## src/hw/annp_pkg.sv

```systemverilog
package annp_pkg;
    // ---------------------------------------------------------------
    // register byte addresses
    // ---------------------------------------------------------------
    localparam logic [7:0]  EXPANSION_STATUS_ADDR = 8'h98;
    localparam logic [7:0]  NEXT_PAGE_TX_ADDR     = 8'h9c;
    localparam logic [7:0]  PHY_SUMMARY_ADDR      = 8'hc0;
    localparam logic [7:0]  IRQ_STATUS_ADDR       = 8'he0;
    localparam logic [7:0]  IRQ_MASK_ADDR         = 8'he4;
    localparam logic [7:0]  PAGE_SENT_ADDR        = 8'he8;

    // ---------------------------------------------------------------
    // expansion status fields
    // ---------------------------------------------------------------
    localparam int EXP_FAULT_BIT        = 4;
    localparam int EXP_PARTNER_NEXT_BIT = 3;
    localparam int EXP_LOCAL_NEXT_BIT   = 2;
    localparam int EXP_PAGE_RX_BIT      = 1;
    localparam int EXP_LP_AN_BIT        = 0;

    // ---------------------------------------------------------------
    // next page transmit fields
    // ---------------------------------------------------------------
    localparam int NPT_REQ_BIT    = 15;
    localparam int NPT_MSG_BIT    = 13;
    localparam int NPT_COMPLY_BIT = 12;
    localparam int NPT_TOG_BIT    = 11;
    localparam int NPT_CODE_MSB   = 10;
    localparam logic [15:0] NPT_RESET     = 16'h2001;
    localparam logic [15:0] NPT_WR_MASK   = 16'hb7ff;
    localparam logic [10:0] NULL_PAGE     = 11'h001;

    // ---------------------------------------------------------------
    // phy summary and interrupt fields
    // ---------------------------------------------------------------
    localparam int SUM_PAGE_RX_BIT = 8;
    localparam int IRQ_PAGE_RX_BIT = 0;
    localparam int IRQ_FAULT_BIT   = 1;
    localparam logic [1:0] AXI_OKAY   = 2'b00;
    localparam logic [1:0] AXI_SLVERR = 2'b10;
endpackage

```

## src/hw/annp_regs.sv

```systemverilog
// Functional notes
// - Expansion status bits 15:5 ignore writes and read zero.
// - Bit 4 shows a parallel detection fault and is zero otherwise.
// - Bit 3 shows whether the partner supports next page exchange.
// - Bit 2 reads one since the local device can send more next pages.
// - Bit 1 latches page reception, is read-only, and clears when the register is read.
// - Bit 0 shows whether the partner supports auto-negotiation.
// - The next page transmit register at 0x9c resets to 0x2001 and is the page sent to the partner.
// - Transmit bit 15 requests another page and resets to zero; bit 14 reads zero and ignores writes.
// - Transmit bit 13 marks a message page, resets to one.
// - Transmit bit 12 says the device will comply, resets to zero, software owned.
// - Transmit bit 11 is read-only, resets to zero and is the inverse of the last sent toggle.
// - Each sent page carries the toggle opposite to the previous exchanged page.
// - Transmit bits 10:0 hold the message code or unformatted payload.
// - The payload resets to the null page value 1.
// - Summary status bit 8 duplicates page received and is not cleared by reading the summary.
//
// The AXI4-Lite register port was left to the implementer.
`timescale 1ns/10ps
`default_nettype none
module annp_regs
    import annp_pkg::*;
(
    input  wire logic        core_clk,
    input  wire logic        rst_n,
    input  wire logic [7:0]  s_axi_awaddr,
    input  wire logic        s_axi_awvalid,
    output var  logic        s_axi_awready,
    input  wire logic [31:0] s_axi_wdata,
    input  wire logic [3:0]  s_axi_wstrb,
    input  wire logic        s_axi_wvalid,
    output var  logic        s_axi_wready,
    output var  logic [1:0]  s_axi_bresp,
    output var  logic        s_axi_bvalid,
    input  wire logic        s_axi_bready,
    input  wire logic [7:0]  s_axi_araddr,
    input  wire logic        s_axi_arvalid,
    output var  logic        s_axi_arready,
    output var  logic [31:0] s_axi_rdata,
    output var  logic [1:0]  s_axi_rresp,
    output var  logic        s_axi_rvalid,
    input  wire logic        s_axi_rready,
    input  wire logic        pd_fault,
    input  wire logic        partner_next_page_capable,
    input  wire logic        partner_autoneg_capable,
    input  wire logic        page_rx_pulse,
    input  wire logic        page_sent_pulse,
    output var  logic [15:0] next_page_word,
    output var  logic        irq
);
    // ---------------------------------------------------------------
    // state
    // ---------------------------------------------------------------
    typedef struct packed {
        logic        awready;
        logic        wready;
        logic        aw_held;
        logic        w_held;
        logic [7:0]  awaddr;
        logic [31:0] wdata;
        logic [3:0]  wstrb;
        logic        bvalid;
        logic [1:0]  bresp;
        logic        arready;
        logic        rvalid;
        logic [31:0] rdata;
        logic [1:0]  rresp;
        logic [15:0] npt;
        logic        tx_tog;
        logic        page_rx;
        logic [1:0]  irq_status;
        logic [1:0]  irq_mask;
        logic [15:0] pages_sent;
        logic [2:0]  sync_a;
        logic [2:0]  sync_b;
        logic        sent_d;
        logic        rx_d;
        logic        irq;
    } annp_state_type;

    annp_state_type r;
    annp_state_type next_r;

    logic        wr_go;
    logic        rd_go;
    logic [15:0] exp_view;
    logic [15:0] sum_view;

    // ---------------------------------------------------------------
    // combinational views
    // ---------------------------------------------------------------
    // sync_b holds second-stage values: {fault, partner next page, partner autoneg}
    always_comb begin
        exp_view = 16'h0000;
        exp_view[EXP_FAULT_BIT]        = r.sync_b[2];
        exp_view[EXP_PARTNER_NEXT_BIT] = r.sync_b[1];
        exp_view[EXP_LOCAL_NEXT_BIT]   = 1'b1;
        exp_view[EXP_PAGE_RX_BIT] = r.page_rx;
        exp_view[EXP_LP_AN_BIT]   = r.sync_b[0];
        sum_view = 16'h0000;
        sum_view[SUM_PAGE_RX_BIT] = r.page_rx;
    end

    // a write fires once both halves are held and the last response is gone
    assign wr_go   = r.aw_held & r.w_held & ~r.bvalid;
    assign rd_go   = s_axi_arvalid & r.arready;

    // ---------------------------------------------------------------
    // next state
    // ---------------------------------------------------------------
    always_comb begin
        logic page_ev;
        logic tx_ev;
        logic [15:0] wmask;
        page_ev = 1'b0;
        tx_ev   = 1'b0;
        wmask   = 16'h0000;
        next_r  = r;
        // two-flop synchronisers; stage a is read only by stage b
        next_r.sync_a = {pd_fault, partner_next_page_capable, partner_autoneg_capable};
        next_r.sync_b = r.sync_a;
        next_r.rx_d   = page_rx_pulse;
        next_r.sent_d = page_sent_pulse;
        page_ev = r.rx_d;
        tx_ev   = r.sent_d;

        // write address and data taken in either order
        if (s_axi_awvalid && r.awready) begin
            next_r.aw_held = 1'b1;
            next_r.awaddr  = s_axi_awaddr;
            next_r.awready = 1'b0;
        end
        if (s_axi_wvalid && r.wready) begin
            next_r.w_held = 1'b1;
            next_r.wdata  = s_axi_wdata;
            next_r.wstrb  = s_axi_wstrb;
            next_r.wready = 1'b0;
        end
        wmask = {{8{r.wstrb[1]}}, {8{r.wstrb[0]}}};
        if (wr_go) begin
            next_r.bvalid  = 1'b1;
            next_r.bresp   = AXI_OKAY;
            next_r.aw_held = 1'b0;
            next_r.w_held  = 1'b0;
            case (r.awaddr)
                NEXT_PAGE_TX_ADDR: begin
                    // toggle mirror and bit 14 stay out of the write mask
                    wmask = wmask & NPT_WR_MASK;
                    next_r.npt = (r.npt & ~wmask) | (r.wdata[15:0] & wmask);
                end
                IRQ_STATUS_ADDR: next_r.irq_status = r.irq_status & ~(r.wdata[1:0] & {2{r.wstrb[0]}});
                IRQ_MASK_ADDR:   if (r.wstrb[0]) next_r.irq_mask = r.wdata[1:0];
                EXPANSION_STATUS_ADDR, PHY_SUMMARY_ADDR, PAGE_SENT_ADDR: ;
                default: next_r.bresp = AXI_SLVERR;
            endcase
        end
        if (r.bvalid && s_axi_bready) begin
            next_r.bvalid  = 1'b0;
            next_r.awready = 1'b1;
            next_r.wready  = 1'b1;
        end

        // read channel; one read outstanding
        if (rd_go) begin
            next_r.arready = 1'b0;
            next_r.rvalid  = 1'b1;
            next_r.rresp   = AXI_OKAY;
            next_r.rdata   = 32'h0000_0000;
            case (s_axi_araddr)
                EXPANSION_STATUS_ADDR: begin
                    next_r.rdata[15:0] = exp_view;
                    next_r.page_rx     = 1'b0;
                end
                NEXT_PAGE_TX_ADDR: next_r.rdata[15:0] = r.npt;
                PHY_SUMMARY_ADDR:  next_r.rdata[15:0] = sum_view;
                IRQ_STATUS_ADDR:   next_r.rdata[1:0]  = r.irq_status;
                IRQ_MASK_ADDR:     next_r.rdata[1:0]  = r.irq_mask;
                PAGE_SENT_ADDR:    next_r.rdata[15:0] = r.pages_sent;
                default:           next_r.rresp       = AXI_SLVERR;
            endcase
        end
        if (r.rvalid && s_axi_rready) begin
            next_r.rvalid  = 1'b0;
            next_r.arready = 1'b1;
        end

        // page received: set wins over the clear-on-read above
        if (page_ev) begin
            next_r.page_rx = 1'b1;
            next_r.irq_status[IRQ_PAGE_RX_BIT] = 1'b1;
        end
        if (r.sync_b[2]) begin
            next_r.irq_status[IRQ_FAULT_BIT] = 1'b1;
        end
        // a sent page flips the toggle; mirror holds the inverse of the last sent toggle
        if (tx_ev) begin
            next_r.tx_tog = ~r.tx_tog;
            next_r.npt[NPT_TOG_BIT] = ~r.tx_tog;
            next_r.pages_sent = r.pages_sent + 16'h0001;
        end
        next_r.irq = |(next_r.irq_status & r.irq_mask);
    end

    // ---------------------------------------------------------------
    // registers
    // ---------------------------------------------------------------
    always_ff @(posedge core_clk) begin
        if (!rst_n) begin
            r            <= '0;
            r.awready    <= 1'b1;
            r.wready     <= 1'b1;
            r.arready    <= 1'b1;
            r.npt        <= NPT_RESET;
        end else begin
            r <= next_r;
        end
    end

    // transmitted word: the toggle has its own flop so the output needs no gate
    assign next_page_word = {r.npt[15:12], r.tx_tog, r.npt[NPT_CODE_MSB:0]};
    assign s_axi_awready  = r.awready;
    assign s_axi_wready   = r.wready;
    assign s_axi_bvalid   = r.bvalid;
    assign s_axi_bresp    = r.bresp;
    assign s_axi_arready  = r.arready;
    assign s_axi_rvalid   = r.rvalid;
    assign s_axi_rdata    = r.rdata;
    assign s_axi_rresp    = r.rresp;
    assign irq            = r.irq;

    // ---------------------------------------------------------------
    // assertions
    // ---------------------------------------------------------------
    property p_reserved_zero;
        @(posedge core_clk) disable iff (!rst_n)
        (rd_go && s_axi_araddr == EXPANSION_STATUS_ADDR) |=> s_axi_rdata[31:5] == 27'h0;
    endproperty
    a_reserved_zero: assert property (p_reserved_zero) else $error("reserved bits not zero");

    property p_fault_flag;
        @(posedge core_clk) disable iff (!rst_n)
        (rd_go && s_axi_araddr == EXPANSION_STATUS_ADDR) |=> s_axi_rdata[EXP_FAULT_BIT] == $past(r.sync_b[2]);
    endproperty
    a_fault_flag: assert property (p_fault_flag) else $error("fault flag mismatch");

    property p_partner_next;
        @(posedge core_clk) disable iff (!rst_n)
        (rd_go && s_axi_araddr == EXPANSION_STATUS_ADDR) |=>
            s_axi_rdata[EXP_PARTNER_NEXT_BIT] == $past(r.sync_b[1]);
    endproperty
    a_partner_next: assert property (p_partner_next) else $error("partner next page flag mismatch");

    property p_local_next;
        @(posedge core_clk) disable iff (!rst_n)
        (rd_go && s_axi_araddr == EXPANSION_STATUS_ADDR) |=> s_axi_rdata[EXP_LOCAL_NEXT_BIT];
    endproperty
    a_local_next: assert property (p_local_next) else $error("local next page flag low");

    property p_cor;
        @(posedge core_clk) disable iff (!rst_n)
        (rd_go && s_axi_araddr == EXPANSION_STATUS_ADDR && !r.rx_d) |=> !r.page_rx;
    endproperty
    a_cor: assert property (p_cor) else $error("page flag not cleared on read");

    property p_lp_an;
        @(posedge core_clk) disable iff (!rst_n)
        (rd_go && s_axi_araddr == EXPANSION_STATUS_ADDR) |=> s_axi_rdata[EXP_LP_AN_BIT] == $past(r.sync_b[0]);
    endproperty
    a_lp_an: assert property (p_lp_an) else $error("partner autoneg flag mismatch");

    property p_rsv14;
        @(posedge core_clk) disable iff (!rst_n)
        r.npt[14] == 1'b0;
    endproperty
    a_rsv14: assert property (p_rsv14) else $error("bit 14 set");

    property p_toggle;
        @(posedge core_clk) disable iff (!rst_n)
        r.sent_d |=> next_page_word[NPT_TOG_BIT] != $past(next_page_word[NPT_TOG_BIT]);
    endproperty
    a_toggle: assert property (p_toggle) else $error("toggle did not flip");

    property p_mirror;
        @(posedge core_clk) disable iff (!rst_n)
        (wr_go && r.awaddr == NEXT_PAGE_TX_ADDR && !r.sent_d) |=> $stable(r.npt[NPT_TOG_BIT]);
    endproperty
    a_mirror: assert property (p_mirror) else $error("write changed toggle mirror");

    property p_summary;
        @(posedge core_clk) disable iff (!rst_n)
        (rd_go && s_axi_araddr == PHY_SUMMARY_ADDR && r.page_rx) |=> r.page_rx;
    endproperty
    a_summary: assert property (p_summary) else $error("summary read cleared flag");

    // ---------------------------------------------------------------
    // event, transmit and handshake assertions
    // ---------------------------------------------------------------
    // a fault level latches its interrupt bit even against a clear
    property p_fault_irq;
        @(posedge core_clk) disable iff (!rst_n)
        r.sync_b[2] |=> r.irq_status[IRQ_FAULT_BIT];
    endproperty
    a_fault_irq: assert property (p_fault_irq) else $error("fault did not latch");

    // a received page sets the flag even in the cycle of a status read
    property p_page_set;
        @(posedge core_clk) disable iff (!rst_n)
        r.rx_d |=> r.page_rx && r.irq_status[IRQ_PAGE_RX_BIT];
    endproperty
    a_page_set: assert property (p_page_set) else $error("page flag not set");

    // the summary copy shows the flag as it stood when the read was taken
    property p_summary_dup;
        @(posedge core_clk) disable iff (!rst_n)
        (rd_go && s_axi_araddr == PHY_SUMMARY_ADDR) |=> s_axi_rdata[SUM_PAGE_RX_BIT] == $past(r.page_rx);
    endproperty
    a_summary_dup: assert property (p_summary_dup) else $error("summary copy mismatch");

    // transmit read: upper half and the reserved bit stay zero
    property p_npt_read;
        @(posedge core_clk) disable iff (!rst_n)
        (rd_go && s_axi_araddr == NEXT_PAGE_TX_ADDR) |=> s_axi_rdata[31:16] == 16'h0000 && !s_axi_rdata[14];
    endproperty
    a_npt_read: assert property (p_npt_read) else $error("transmit read has stray bits");

    // a full write lands the request, message and comply bits
    property p_npt_write;
        @(posedge core_clk) disable iff (!rst_n)
        (wr_go && r.awaddr == NEXT_PAGE_TX_ADDR && r.wstrb[1:0] == 2'b11) |=>
            r.npt[NPT_REQ_BIT] == $past(r.wdata[NPT_REQ_BIT]) && r.npt[NPT_MSG_BIT] == $past(r.wdata[NPT_MSG_BIT])
            && r.npt[NPT_COMPLY_BIT] == $past(r.wdata[NPT_COMPLY_BIT]);
    endproperty
    a_npt_write: assert property (p_npt_write) else $error("transmit flag write lost");

    // a full write lands the payload unchanged
    property p_code_write;
        @(posedge core_clk) disable iff (!rst_n)
        (wr_go && r.awaddr == NEXT_PAGE_TX_ADDR && r.wstrb[1:0] == 2'b11) |=>
            r.npt[NPT_CODE_MSB:0] == $past(r.wdata[NPT_CODE_MSB:0]);
    endproperty
    a_code_write: assert property (p_code_write) else $error("payload write lost");

    // after a sent page the mirror reads the inverse of the toggle just sent
    property p_mirror_inv;
        @(posedge core_clk) disable iff (!rst_n)
        r.sent_d |=> r.npt[NPT_TOG_BIT] == !$past(next_page_word[NPT_TOG_BIT]);
    endproperty
    a_mirror_inv: assert property (p_mirror_inv) else $error("mirror not inverse of sent toggle");

    // every sent page steps the counter by one
    property p_sent_count;
        @(posedge core_clk) disable iff (!rst_n)
        r.sent_d |=> r.pages_sent == $past(r.pages_sent) + 16'h0001;
    endproperty
    a_sent_count: assert property (p_sent_count) else $error("sent count did not step");

    // the output rises only for a status bit whose mask bit was set
    property p_irq_masked;
        @(posedge core_clk) disable iff (!rst_n)
        irq |-> (r.irq_status & $past(r.irq_mask)) != 2'b00;
    endproperty
    a_irq_masked: assert property (p_irq_masked) else $error("interrupt without enabled source");

    // a write answers one cycle after both halves are held
    property p_b_answer;
        @(posedge core_clk) disable iff (!rst_n)
        (r.aw_held && r.w_held) |=> s_axi_bvalid;
    endproperty
    a_b_answer: assert property (p_b_answer) else $error("write response late");

    // no new write is taken while a response is pending
    property p_w_refuse;
        @(posedge core_clk) disable iff (!rst_n)
        s_axi_bvalid |-> !s_axi_awready && !s_axi_wready;
    endproperty
    a_w_refuse: assert property (p_w_refuse) else $error("write taken during response");

    // no new read is taken while read data is pending
    property p_ar_refuse;
        @(posedge core_clk) disable iff (!rst_n)
        s_axi_rvalid |-> !s_axi_arready;
    endproperty
    a_ar_refuse: assert property (p_ar_refuse) else $error("read taken during response");
endmodule
`default_nettype wire

```

## config.mk

```make
export PLATFORM = sky130hd
export DESIGN_NAME = annp_regs
export DESIGN_NICKNAME = d
export VERILOG_FILES = /design/src/hw/annp_pkg.sv /design/src/hw/annp_regs.sv
export SDC_FILE = /design/constraint.sdc
export NUM_CORES = 1
export LEC_CHECK = 0
export ABC_AREA = 1
export BUFFER_PORTS_ARGS = -buffer_cell sky130_fd_sc_hd__buf_2
export CORE_MARGIN = 1.5
export CORE_UTILIZATION = 44
export DETAILED_ROUTE_END_ITERATION = 6
export GPL_TIMING_DRIVEN = 0
export HOLD_SLACK_MARGIN = 0.15
export PLACE_DENSITY = 0.74
export SYNTH_ARGS = -nofsm -noshare
export SYNTH_HDL_FRONTEND = slang
export SYNTH_SLANG_ARGS = --single-unit
export TNS_END_PERCENT = 5
```

## constraint.sdc

```tcl
create_clock -name core_clk -period 2.2 [get_ports core_clk]
set_clock_uncertainty 0.2 [all_clocks]
set_input_delay 0 -clock core_clk [delete_from_list [all_inputs] [get_ports core_clk]]
set_output_delay 0 -clock core_clk [all_outputs]
set_load 0.01 [all_outputs]
```

==> flow_summary.json <==
{
  "status": "complete, but fails checks",
  "violations": "setup timing",
  "ys_warn_count": 0,
  "synth_area_um2": 4442,
  "rr_startpoint": "r[25]$_SDFFE_PN0P_",
  "gp_congestion": 0.8853,
  "holdPathEnd": "r[2]$_SDFF_PN0_",
  "clockRootBuffer": "clkbuf_8",
  "hold_depth": 4,
  "power.leakage_nw": 2.862,
  "irDropWorstVdd_v": 0.0003572,
  "hold_ws_ns": 0.1784,
  "grt_max_degree": 18,
  "worst_setup_path_start_kind": "input port",
  "clock_latency_ns": 0.36,
  "viasPerCell": 4.804,
  "slowest_delay_ns": 0.60,
  "synth-edff-count": 0,
  "setup_violations": 1,
  "wl_mm": 12.29,
  "clk_pin_slew_ns": 0.10,
  "syn_to_final_growth_pct": 38.39,
  "crit_type": "in2reg",
  "initial_utilization_pct": 45.44,
  "cts_buffer_depth": 2,
  "cp.arrival_ns": 2.27,
  "overflow": 0,
  "drc": 0,
  "drt_iter0_drc": 229,
  "die_x_um": 103.5,
  "grt.total_usage_pct": 24.13,
  "mostFrequentLayoutCells": "104 x nand2_1, 94 x dfxtp_1, 87 x buf_2",
  "worstHoldStart": "page_sent_pulse",
  "dp.final_hpwl_mm": 8.154,
  "nNetsFinal": 864,
  "seq_area_frac_synth_pct": 42.82,
  "grt_pass1_vias": 4300,
  "slew_viol_final": 0,
  "cap_violations": 0,
  "worst_hold_path_type": "in2reg",
  "synth_cell_types": 33,
  "rrSetupSlack_ns": 0.08,
  "cpMaxStageDelayCell": "dlygate4sd3_1",
  "num-fill-cells": 870,
  "fmax_mhz": 451.5,
  "avgSynthCellArea_um2": 7.366,
  "dr_total_vias": 4501,
  "diodes": 0,
  "reg2reg_to": "s_axi_rdata[0]$_SDFFE_PN0P_",
  "portBuffers": 82,
  "finish.instance_area_um2": 6147,
  "cts.sinks": 95,
  "die_area_um2": 10710,
  "first_pass_iters": 5,
  "htree_levels": 3,
  "critPathMostFrequentCell": "dlygate4sd3_1",
  "antenna_found_initial": 0,
  "numCtsBuffers": 9,
  "async_flop_share_pct": 0,
  "synth-main-ff-cell": "dfxtp_1",
  "finalCritPeriodShare_pct": 100.7,
  "synthCells": 603,
  "required_ns": 2.25,
  "cts_tree": "done",
  "fin_ws_ns": -0.01500,
  "relSlewSlack_pct": 61.27,
  "rsz0062_at_grt": "yes",
  "cp_max_fo": 5,
  "rows": 36,
  "die_h_um": 103.5,
  "reg2reg_depth": 6,
  "worst_setup_path_end_kind": "flip-flop",
  "finalPower_w": 0.003516,
  "grt_pass1_wl_mm": 19.82,
  "place_area_um2": 5086,
  "finalCriticalPeriod_ns": 2.215,
  "final_common_cell": "nand2_1",
  "wl_per_cell_um": 13.11,
  "fp.coreArea_um2": 9774,
  "final_antenna_net_count": 0,
  "synth-seq-cells": 95,
  "powerDensity_nw_per_um2": 571.9,
  "drive_gt1_share_pct": 24.25,
  "final_util_pct": 62.89,
  "crit_chain": "dlygate4sd3_1 > buf_2 > clkinvlp_4 > a21oi_1 > dlygate4sd3_1 > nand2_1 > dlygate4sd3_1",
  "io_pins": 122,
  "tightest_slew_ns": 0.5809,
  "tns_ns": -0.01500,
  "final_hold_viol_count": 0
}
[report_power, final]
part,total [W],switching [W],internal (W)
Clock,0.00117,0.000637,0.000536
Combinational,0.000499,0.000254,0.000245
Sequential,0.00184,0.0000523,0.00179
Total,0.00352,0.000944,0.00257
[synth_stat cells (3+ instances only)]
master | count | area, µm²
nand2_1 | 104 | 390.4
dfxtp_1 | 95 | 1902
nor2_1 | 80 | 300.3
buf_4 | 54 | 405.4
a21oi_1 | 52 | 260.3
inv_1 | 46 | 172.7
nand3_1 | 46 | 230.2
o21ai_0 | 44 | 220.2
o21ai_1 | 12 | 60.06
clkbuf_1 | 10 | 37.54
nand2_2 | 7 | 43.79
nor2_2 | 6 | 37.54
nor2_4 | 6 | 67.56
nor3_1 | 6 | 30.03
buf_2 | 5 | 25.02
nand4_1 | 5 | 31.28
nand3_2 | 3 | 30.03
[critical path: cells and delay by family]
family	cells	cell delay (ns)
AND/OR/NAND/NOR	1	0.06
AO/OA/AOI/OAI	1	0.14
buffers and inverters	5	2.05
[routing by layer]
metal	up-vias	track usage, %	share of wire, %
li1	2264	-	-
met1	2007	28.12	41
met2	193	44.19	50
met3	37	4.234	5.9
met4	0	8.732	2.8
met5	-	0	0
[worst max path at each step]
stage / cells past startpoint / endpoint / start
floorplan: 8 / r[23]$_SDFFE_PN0P_ / r[9]$_SDFFE_PN0P_
global placement: 8 / r[23]$_SDFFE_PN0P_ / r[9]$_SDFFE_PN0P_
detailed placement: 8 / r[23]$_SDFFE_PN0P_ / r[9]$_SDFFE_PN0P_
CTS: 7 / s_axi_wready$_SDFFE_PP1P_ / rst_n
global route: 7 / s_axi_wready$_SDFFE_PP1P_ / rst_n
finish: 7 / s_axi_wready$_SDFFE_PP1P_ / rst_n
[cell type report]
| cell class | count | area [µm²] | area share, % |
|---|---|---|---|
| clock inverter | 7 | 76.32 | 1.242 |
| sequential | 95 | 1903 | 30.96 |
| buffer | 72 | 495.5 | 8.060 |
| clock buffer | 9 | 123.9 | 2.015 |
| inverter | 51 | 197.7 | 3.216 |
| tap | 133 | 166.4 | 2.707 |
| multi-input combinational | 403 | 1918 | 31.20 |
| timing repair buffer | 167 | 1266 | 20.60 |
[logic make-up (layout without fill, tap and decap cells)]
family / count (synthesis) / in the layout / synth area share (%)
adder cells (fa/ha/maj): 1 / 1 / 0.2816
other: 1 / 19 / 0.08443
flip-flops: 95 / 95 / 42.82
buffers and inverters: 123 / 306 / 15.52
AND/OR/NAND/NOR: 270 / 270 / 28.28
AO/OA/AOI/OAI: 113 / 113 / 13.01
[what timing repair did]
| item | 4_1_cts | 5_1_grt |
|---|---|---|
| hold buffers | 85 | 0 |
| resized for setup | 0 | 4 |
| hold endpoints to repair | 67 | 0 |
| buffers inserted | 0 | 0 |
| endpoints found under the setup margin | 0 | 5 |
[per-stage QoR]
step / instances / worst slack (ns)
final: 937 / -0.01500
after CTS: 937 / 0.03328
after detailed placement: 836 / 0.5916
after floorplan: 621 / 0.7559
after global placement: 836 / 0.5912
after global routing: 937 / -0.03696
(Power assumes the default switching activity.)
